<file path="config.mk">
export PLATFORM = sky130hd
export DESIGN_NAME = uswm_master
export DESIGN_NICKNAME = d
export VERILOG_FILES = /design/src/verilog/uswm_master.v
export VERILOG_INCLUDE_DIRS = /design/src /design/src/verilog
export SDC_FILE = /design/constraint.sdc
export NUM_CORES = 1
export LEC_CHECK = 0
export ABC_AREA = 0
export BUFFER_PORTS_ARGS = -buffer_cell sky130_fd_sc_hd__buf_2
export CORE_MARGIN = 5
export CORE_UTILIZATION = 45
export CTS_CLUSTER_DIAMETER = 60
export CTS_CLUSTER_SIZE = 10
export DETAILED_ROUTE_END_ITERATION = 8
export GPL_TIMING_DRIVEN = 1
export HOLD_SLACK_MARGIN = 0.03
export PLACE_DENSITY = 0.59
export SLEW_MARGIN = 20
export SYNTH_ARGS = -nofsm -noshare
export SYNTH_HDL_FRONTEND = slang
export SYNTH_SLANG_ARGS = --single-unit
</file>
<file path="constraint.sdc">
create_clock -name sys_clk_in -period 7.5 [get_ports sys_clk_in]
set_clock_uncertainty 0.15 [all_clocks]
set_input_delay 0.75 -clock sys_clk_in [delete_from_list [all_inputs] [get_ports sys_clk_in]]
set_output_delay 0.75 -clock sys_clk_in [all_outputs]
set_load 0.01 [all_outputs]
</file>
<file path="src/verilog/uswm_map.vh">
/*
 * register offsets, field positions, reset values and timing counts
 * for the serial-port single-wire bus master; definitions only.
 */
`ifndef USWM_MAP_VH
`define USWM_MAP_VH
`define USWM_OFS_DATA      3'h0
`define USWM_OFS_IER       3'h1
`define USWM_OFS_IIR       3'h2
`define USWM_OFS_LCR       3'h3
`define USWM_OFS_MCR       3'h4
`define USWM_OFS_LSR       3'h5
`define USWM_OFS_MSR       3'h6
`define USWM_LCR_DIV_ACC   7
`define USWM_LCR_LEN_HI    1
`define USWM_LCR_LEN_LO    0
`define USWM_MCR_DTR       0
`define USWM_MCR_RTS       1
`define USWM_MCR_AUX1      2
`define USWM_MCR_AUX2      3
`define USWM_MCR_LOOP      4
`define USWM_LSR_DR        0
`define USWM_LSR_OE        1
`define USWM_LSR_FE        3
`define USWM_LSR_HOLD_E    5
`define USWM_LSR_SHIFT_E   6
`define USWM_RST_LCR       8'h03
`define USWM_RST_MCR       8'h01
`define USWM_RST_DIV       16'h000B
`define USWM_IIR_NONE      8'h01
`define USWM_CLK_HZ        40000000
`define USWM_REF_HZ        1843200
`define USWM_OVS           16
`define USWM_RESET_BAUD    10473
`define USWM_SLOT_BAUD     115200
`define USWM_RESET_CHAR    8'hF0
`define USWM_WR0_CHAR      8'h00
`define USWM_WR1_CHAR      8'hFF
`define USWM_BIT_RESET_NS  95500
`define USWM_BIT_SLOT_NS   8680
`endif

</file>
<file path="src/verilog/uswm_master.v">
/*
 * serial-port style bus master: register file, baud generator,
 * transmitter with a two-entry holding buffer, receiver that samples
 * the bus, and open-drain bus pin driver.
 * assumes: host bus synchronous to sys_clk_in, bus pin pulled up
 * externally, bus input asynchronous.
 */
`timescale 1ns/1ps
`include "uswm_map.vh"

// Functional notes
// - bus reset: divisor for about 10473 baud, 8-bit chars, send F0
// - reset char gives five 95.5 us periods low, five high
// - readback F0 means no slave; any upper zero means presence
// - slot divisor 1, 6-bit char gives eight 8.68 us periods
// - character 00 writes zero, FF writes one
// - every received character must be read, even when discarded
// - bus bit read by write-one slot, taken from received lsb
// - length bits both one for 8-bit, low only for 6-bit
// - 8-bit chars allowed for slots, adding 17.36 us each
// - divisor access bit maps offsets 0 and 1 onto the divisor
// - ttl drive high pulls bus low; idle drive low
// - ttl write-one/read pulse high between 1 and 15 us
// - ttl write-zero pulse 60 us; returned data uninverted
// - 5v port adapter: no software inversion either way
// - dtr held asserted to power pull-up and receive inverter
// - bytes split into bit characters lsb first, reassembled likewise
// - receiver starts on falling edge, ignores bits past character
module uswm_master (
    input  wire       sys_clk_in,
    input  wire       sys_rst_in,
    input  wire [2:0] reg_addr_in,
    input  wire [7:0] reg_wdata_in,
    input  wire       reg_wr_in,
    input  wire       reg_rd_in,
    output reg  [7:0] reg_rdata_out,
    output wire       tx_ready_out,
    input  wire       bus_in,
    output wire       bus_out,
    output wire       bus_oe_out,
    output reg        ttl_drive_out,
    output reg        term_ready_out,
    output reg        req_send_out,
    output reg        aux_output_one_out,
    output reg        aux_output_two_out
);
    // 40 MHz / 1.8432 MHz reference, fixed-point phase accumulator
    localparam [15:0] REF_STEP = 16'd3020; // 1843200*65536/40e6
    localparam        ST_IDLE  = 4'b0001;
    localparam        ST_START = 4'b0010;
    localparam        ST_DATA  = 4'b0100;
    localparam        ST_STOP  = 4'b1000;

    reg  [7:0]  lcr_q;
    reg  [7:0]  mcr_q;
    reg  [3:0]  ier_q;
    reg  [15:0] div_q;
    reg  [16:0] ref_acc_q;
    reg  [15:0] baud_cnt_q;
    reg         tick_q;
    // two-entry holding buffer
    reg  [7:0]  buf_q [0:1];
    reg         wp_q;
    reg         rp_q;
    reg  [1:0]  cnt_q;
    // transmitter
    reg  [3:0]  tx_st_q;
    reg  [3:0]  tx_ovs_q;
    reg  [2:0]  tx_bit_q;
    reg  [7:0]  tx_sh_q;
    reg         tx_line_q;
    // receiver
    reg         rx_s1_q;
    reg         rx_s2_q;
    reg         rx_prev_q;
    reg  [3:0]  rx_st_q;
    reg  [3:0]  rx_ovs_q;
    reg  [2:0]  rx_bit_q;
    reg  [7:0]  rx_sh_q;
    reg  [7:0]  rbr_q;
    reg         dr_q;
    reg         oe_q;
    reg         fe_q;

    // index of last data bit for the length field
    // 8-bit length also serves slots
    function [2:0] char_last;
        input [1:0] len;
        begin
            char_last = {1'b1, len}; // 5..8 bits -> 4..7
        end
    endfunction

    wire        div_acc  = lcr_q[`USWM_LCR_DIV_ACC];
    wire        loop_en  = mcr_q[`USWM_MCR_LOOP];
    wire        rx_line  = loop_en ? tx_line_q : rx_s2_q;
    wire        buf_push = reg_wr_in && !div_acc && reg_addr_in == `USWM_OFS_DATA;
    wire        rbr_rd   = reg_rd_in && !div_acc && reg_addr_in == `USWM_OFS_DATA;
    wire        lsr_rd   = reg_rd_in && reg_addr_in == `USWM_OFS_LSR;
    wire        tx_take  = tick_q && tx_st_q == ST_IDLE && cnt_q != 2'd0;
    wire        rx_done;
    wire [2:0]  last_bit = char_last(lcr_q[1:0]);

    // buffer ready: refuses writes when both entries hold a char
    assign tx_ready_out = cnt_q != 2'd2;

    // drive high pulls bus low, idle low
    assign bus_out    = 1'b0;
    assign bus_oe_out = ~tx_line_q & ~loop_en;

    // baud generator: reference clock then divisor, x16 oversample tick
    always @(posedge sys_clk_in) begin
        if (sys_rst_in) begin
            ref_acc_q  <= 17'h00000;
            baud_cnt_q <= 16'h0000;
            tick_q     <= 1'b0;
        end else begin
            ref_acc_q <= {1'b0, ref_acc_q[15:0]} + {1'b0, REF_STEP};
            tick_q    <= 1'b0;
            if (ref_acc_q[16]) begin
                if (baud_cnt_q + 16'h0001 >= div_q) begin
                    baud_cnt_q <= 16'h0000;
                    tick_q     <= 1'b1;
                end else begin
                    baud_cnt_q <= baud_cnt_q + 16'h0001;
                end
            end
        end
    end

    // register writes
    always @(posedge sys_clk_in) begin
        if (sys_rst_in) begin
            lcr_q <= `USWM_RST_LCR;
            mcr_q <= `USWM_RST_MCR;
            ier_q <= 4'h0;
            div_q <= `USWM_RST_DIV;
        end else if (reg_wr_in) begin
            case (reg_addr_in)
                `USWM_OFS_DATA: if (div_acc) div_q[7:0] <= reg_wdata_in;
                `USWM_OFS_IER: begin
                    if (div_acc)
                        div_q[15:8] <= reg_wdata_in;
                    else
                        ier_q <= reg_wdata_in[3:0];
                end
                `USWM_OFS_LCR: lcr_q <= reg_wdata_in;
                `USWM_OFS_MCR: mcr_q <= {3'h0, reg_wdata_in[4:0]};
                default: ;
            endcase
        end
    end

    // holding buffer push / pop
    always @(posedge sys_clk_in) begin
        if (sys_rst_in) begin
            wp_q  <= 1'b0;
            rp_q  <= 1'b0;
            cnt_q <= 2'd0;
        end else begin
            if (buf_push && tx_ready_out) begin
                buf_q[wp_q] <= reg_wdata_in;
                wp_q        <= ~wp_q;
            end
            if (tx_take)
                rp_q <= ~rp_q;
            case ({buf_push && tx_ready_out, tx_take})
                2'b10:   cnt_q <= cnt_q + 2'd1;
                2'b01:   cnt_q <= cnt_q - 2'd1;
                default: cnt_q <= cnt_q;
            endcase
        end
    end

    // transmitter: start low, data lsb first, one stop high
    always @(posedge sys_clk_in) begin
        if (sys_rst_in) begin
            tx_st_q   <= ST_IDLE;
            tx_ovs_q  <= 4'h0;
            tx_bit_q  <= 3'd0;
            tx_sh_q   <= 8'h00;
            tx_line_q <= 1'b1;
        end else if (tick_q) begin
            tx_ovs_q <= tx_ovs_q + 4'h1;
            case (tx_st_q)
                ST_IDLE: begin
                    tx_ovs_q  <= 4'h0;
                    tx_line_q <= 1'b1;
                    if (cnt_q != 2'd0) begin
                        // char 00 / FF form slot shape
                        tx_sh_q   <= buf_q[rp_q];
                        tx_line_q <= 1'b0;
                        tx_st_q   <= ST_START;
                    end
                end
                ST_START: if (tx_ovs_q == 4'hF) begin
                    // start plus data bits at bit period
                    tx_line_q <= tx_sh_q[0];
                    tx_sh_q   <= {1'b1, tx_sh_q[7:1]};
                    tx_bit_q  <= 3'd0;
                    tx_st_q   <= ST_DATA;
                end
                ST_DATA: if (tx_ovs_q == 4'hF) begin
                    if (tx_bit_q == last_bit) begin
                        tx_line_q <= 1'b1;
                        tx_st_q   <= ST_STOP;
                    end else begin
                        tx_line_q <= tx_sh_q[0];
                        tx_sh_q   <= {1'b1, tx_sh_q[7:1]};
                        tx_bit_q  <= tx_bit_q + 3'd1;
                    end
                end
                ST_STOP: if (tx_ovs_q == 4'hF)
                    tx_st_q <= ST_IDLE;
                default: tx_st_q <= ST_IDLE;
            endcase
        end
    end

    // bus input synchroniser
    always @(posedge sys_clk_in) begin
        if (sys_rst_in) begin
            rx_s1_q <= 1'b1;
            rx_s2_q <= 1'b1;
        end else begin
            rx_s1_q <= bus_in;
            rx_s2_q <= rx_s1_q;
        end
    end

    // receiver: falling edge starts, mid-bit sampling
    always @(posedge sys_clk_in) begin
        if (sys_rst_in) begin
            rx_st_q   <= ST_IDLE;
            rx_ovs_q  <= 4'h0;
            rx_bit_q  <= 3'd0;
            rx_sh_q   <= 8'hFF;
            rx_prev_q <= 1'b1;
        end else if (tick_q) begin
            rx_prev_q <= rx_line;
            rx_ovs_q  <= rx_ovs_q + 4'h1;
            case (rx_st_q)
                ST_IDLE: begin
                    rx_ovs_q <= 4'h0;
                    rx_sh_q  <= 8'hFF;
                    if (rx_prev_q && !rx_line)
                        rx_st_q <= ST_START;
                end
                ST_START: if (rx_ovs_q == 4'h7) begin
                    rx_ovs_q <= 4'h0;
                    rx_bit_q <= 3'd0;
                    rx_st_q  <= rx_line ? ST_IDLE : ST_DATA;
                end
                ST_DATA: if (rx_ovs_q == 4'hF) begin
                    rx_sh_q[rx_bit_q] <= rx_line;
                    rx_bit_q          <= rx_bit_q + 3'd1;
                    if (rx_bit_q == last_bit)
                        rx_st_q <= ST_STOP;
                end
                ST_STOP: if (rx_ovs_q == 4'hF)
                    rx_st_q <= ST_IDLE;
                default: rx_st_q <= ST_IDLE;
            endcase
        end
    end

    assign rx_done = tick_q && rx_st_q == ST_STOP && rx_ovs_q == 4'hF;

    // receive data, ready and error flags; set wins over clear
    always @(posedge sys_clk_in) begin
        if (sys_rst_in) begin
            rbr_q <= 8'hFF;
            dr_q  <= 1'b0;
            oe_q  <= 1'b0;
            fe_q  <= 1'b0;
        end else begin
            if (rx_done) begin
                rbr_q <= rx_sh_q;
                dr_q  <= 1'b1;
                oe_q  <= (oe_q && !lsr_rd) || (dr_q && !rbr_rd);
                fe_q  <= (fe_q && !lsr_rd) || !rx_line;
            end else begin
                // data ready clears on data read
                if (rbr_rd)
                    dr_q <= 1'b0;
                if (lsr_rd) begin
                    oe_q <= 1'b0;
                    fe_q <= 1'b0;
                end
            end
        end
    end

    // read mux, registered
    always @(posedge sys_clk_in) begin
        if (sys_rst_in) begin
            reg_rdata_out <= 8'h00;
        end else if (reg_rd_in) begin
            case (reg_addr_in)
                `USWM_OFS_DATA: reg_rdata_out <= div_acc ? div_q[7:0] : rbr_q;
                `USWM_OFS_IER:  reg_rdata_out <= div_acc ? div_q[15:8] : {4'h0, ier_q};
                `USWM_OFS_IIR:  reg_rdata_out <= `USWM_IIR_NONE;
                `USWM_OFS_LCR:  reg_rdata_out <= lcr_q;
                `USWM_OFS_MCR:  reg_rdata_out <= mcr_q;
                `USWM_OFS_LSR:  reg_rdata_out <= {1'b0,
                    cnt_q == 2'd0 && tx_st_q == ST_IDLE, cnt_q != 2'd2,
                    1'b0, fe_q, 1'b0, oe_q, dr_q};
                default:        reg_rdata_out <= 8'h00;
            endcase
        end
    end

    always @(posedge sys_clk_in) begin
        if (sys_rst_in) begin
            term_ready_out     <= 1'b1;
            req_send_out       <= 1'b0;
            aux_output_one_out <= 1'b0;
            aux_output_two_out <= 1'b0;
            ttl_drive_out      <= 1'b0;
        end else begin
            term_ready_out     <= mcr_q[`USWM_MCR_DTR];
            req_send_out       <= mcr_q[`USWM_MCR_RTS];
            aux_output_one_out <= mcr_q[`USWM_MCR_AUX1];
            aux_output_two_out <= mcr_q[`USWM_MCR_AUX2];
            // inverted ttl drive, high pulls bus low
            ttl_drive_out      <= ~tx_line_q & ~loop_en;
        end
    end
endmodule // uswm_master

</file>
==> results.cfg <==
[run_status]
status = finished, final reports clean

[clock_network]
cts_resized = 0
post_cts_buffers = 0
cts_sinks = 152
clk_latency_ps = 430
htreeDepth = 4
cts_tree = done
cts.clk_slew.worst_paths_ps = 60
numCtsBuffers = 17
cts_root_buf = clkbuf_16
hold_buffers = 0
clockBufferDepth = 2

[critical_path]
cpPeakStageDelay_ps = 590
critPathRequiredTime_ps = 7660
cp-end-kind = flop
critPathArrivalTime_ps = 3930
cp_num_buf_inv = 0
cp_max_fo = 8
critPathTopFamily = simple AND/OR/NAND/NOR gates
cp_common_cell = ha_1
r2r_start = baud_cnt_q[0]
cpMaxStageDelayCell = nor4_1
critPathLaunchType = flop
path_class = reg -> reg
crit_path_cell_trace = ha_1 -> nand2_1 -> nor4_1 -> nand3_1 -> xnor2_1 -> ha_1 -> nand4_1 -> nor3_1 -> o311ai_2 -> and3_1 -> a32o_1
startpoint = baud_cnt_q[0]

[final_layout]
multi_input_area_um2 = 3930
area_growth_pct = 11.7
regArea_um2 = 3200
drive_gt1_share_pct = 11.5
fin_nets = 869
final_cells = 1064
fill_cells = 1530

[power]
ir_worst_vdd_mv = 0.154
power.density_nw_per_um2 = 225
leakagePower_nw = 3.17

[synthesis]
synth_top_cell_area_share_pct = 36.7
syn_inst = 828
ys_async_sr_fraction_pct = 0
synth_seq_cells = 152
ys_top_cells_by_count = dfxtp_1, nand2_1, nor2_1, a21oi_1, mux2i_1
synth_edf_count = 16
synthTopCellsByArea = dfxtp_1, edfxtp_1, nand2_1, mux2i_1, nor2_1
synth.distinct_cells = 60
synth.most_common_cell = dfxtp_1
synth_ff_type = dfxtp_1
syn_avg_cell_area_um2 = 8.97
synth_nets = 867
yosysTopAreaCell = dfxtp_1
synth-seq-area-share_pct = 43.1
yosysWarnings = 0
syn-cell-area_um2 = 7430

[placed_design]
place_ws_ps = 3770
portBuffers = 30
dp.cells = 1031
dp_hpwl_um = 12300
gp_congestion = 0.880

[timing]
hold_viol = 0
tightest_slew_ps = 931
tns_ps = 0
setup-violations-final = 0
slew_viol_final = 0
fin_crit_sh_pct = 50.2
rsz0062_at_grt = false
finalWorstSetupSlack_ps = 3730
max_freq_mhz = 265
final.min_clock_period_ps = 3770
slew_headroom_pct = 37.8

[global_route]
grt_first_pass_wirelength_um = 28800
antenna_found_initial = 1
grt_overflow = 0
grt_max_degree = 79
grt_pass1_vias = 5715
track_usage_pct = 18.2

[floorplan]
chipHeight_um = 138
ios = 32
core_area_um2 = 16400
initial_core_util_pct = 45.3
die-area_um2 = 19200
die_x_um = 138
num_rows = 47

[drt]
drtPass1Iterations = 7
drtAntennaViolNets = 0
wl_um = 17500
wl_per_cell_um = 16.4
vias_per_cell = 5.60
drtIter0Drc = 412
drc_errors = 0
via_count = 5957

[min_path]
min_from = rx_s1_q
hp-class = reg -> reg

[job]
maxCapViolCount = 0
==> per-stage QoR <==
step	area (um^2)	utilization, %	hold slack, ps	total power, mW
CTS	8290	50.5	272	1.89
global placement	7660	46.7	269	0.978
global route	8300	50.6	294	1.94
finish	8300	50.6	272	1.87
floorplan	7430	-	239	0.950
detailed placement	7660	46.7	257	0.982
==> where the power goes <==
| group | switching [mW] | internal, mW |
|---|---|---|
| Combinational | 0.0641 | 0.0388 |
| Sequential | 0.0196 | 0.844 |
| Clock | 0.350 | 0.555 |
==> logic make-up after synthesis <==
group	count (synthesis)	synth area share, %
AND/OR/NAND/NOR	330	22.2
AO/OA/AOI/OAI	158	14.8
flip-flops	152	43.1
buffers and inverters	72	4.06
multiplexers	49	6.84
XOR/XNOR	43	5.07
adder cells (fa/ha/maj)	23	3.87
other	1	0.0505
==> area by class of cell <==
class / count / share of cell area [%]
tap: 220 / 3.32
clock inverter: 13 / 2.02
sequential: 152 / 38.6
multi-input combinational: 604 / 47.4
clock buffer: 19 / 5.59
inverter: 23 / 1.04
timing repair buffer: 32 / 2.02
antenna: 1 / 0.0301
==> sequential cells by signal (all words and copies together), names as in the netlist, 2 cells and up, named ones only <==
register / count
baud_cnt_q: 16
buf_q: 16
cnt_q: 2
div_q: 16
ier_q: 4
lcr_q: 8
mcr_q: 5
rbr_q: 8
ref_acc_q: 15
reg_rdata_out: 8
rx_bit_q: 3
rx_ovs_q: 4
rx_sh_q: 8
rx_st_q: 4
tx_bit_q: 3
tx_ovs_q: 4
tx_sh_q: 8
tx_st_q: 4
==> final timing paths <==
kind | end | slack [ps] | cells past startpoint
worst min register to register | rx_s2_q | 270 | 1
worst max-delay path | baud_cnt_q[9] | 3730 | 11
worst max register to register | baud_cnt_q[9] | 3730 | 11
worst min-delay path | rx_s2_q | 270 | 1
==> metal layers <==
layer  GRT usage, %  vias up  part of all wire (%)
met3           3.83       23                   4.8
met5              0        -                     0
met4           6.81        0                   1.8
li1               -     2938                     -
met1           25.4     2859                    48
met2           28.0      137                    45
==> layout by cell type, fill, tap and decap left out, types with 18 or more instances in the layout <==
master	instances
o21ai_0	25
ha_1	23
xor2_1	27
mux2i_1	35
buf_2	29
nand3_1	29
nand2_1	106
nor2_1	86
inv_1	23
nand4_1	19
dfxtp_1	136
a21oi_1	54
clkbuf_16	18
(Power assumes the default switching activity.)
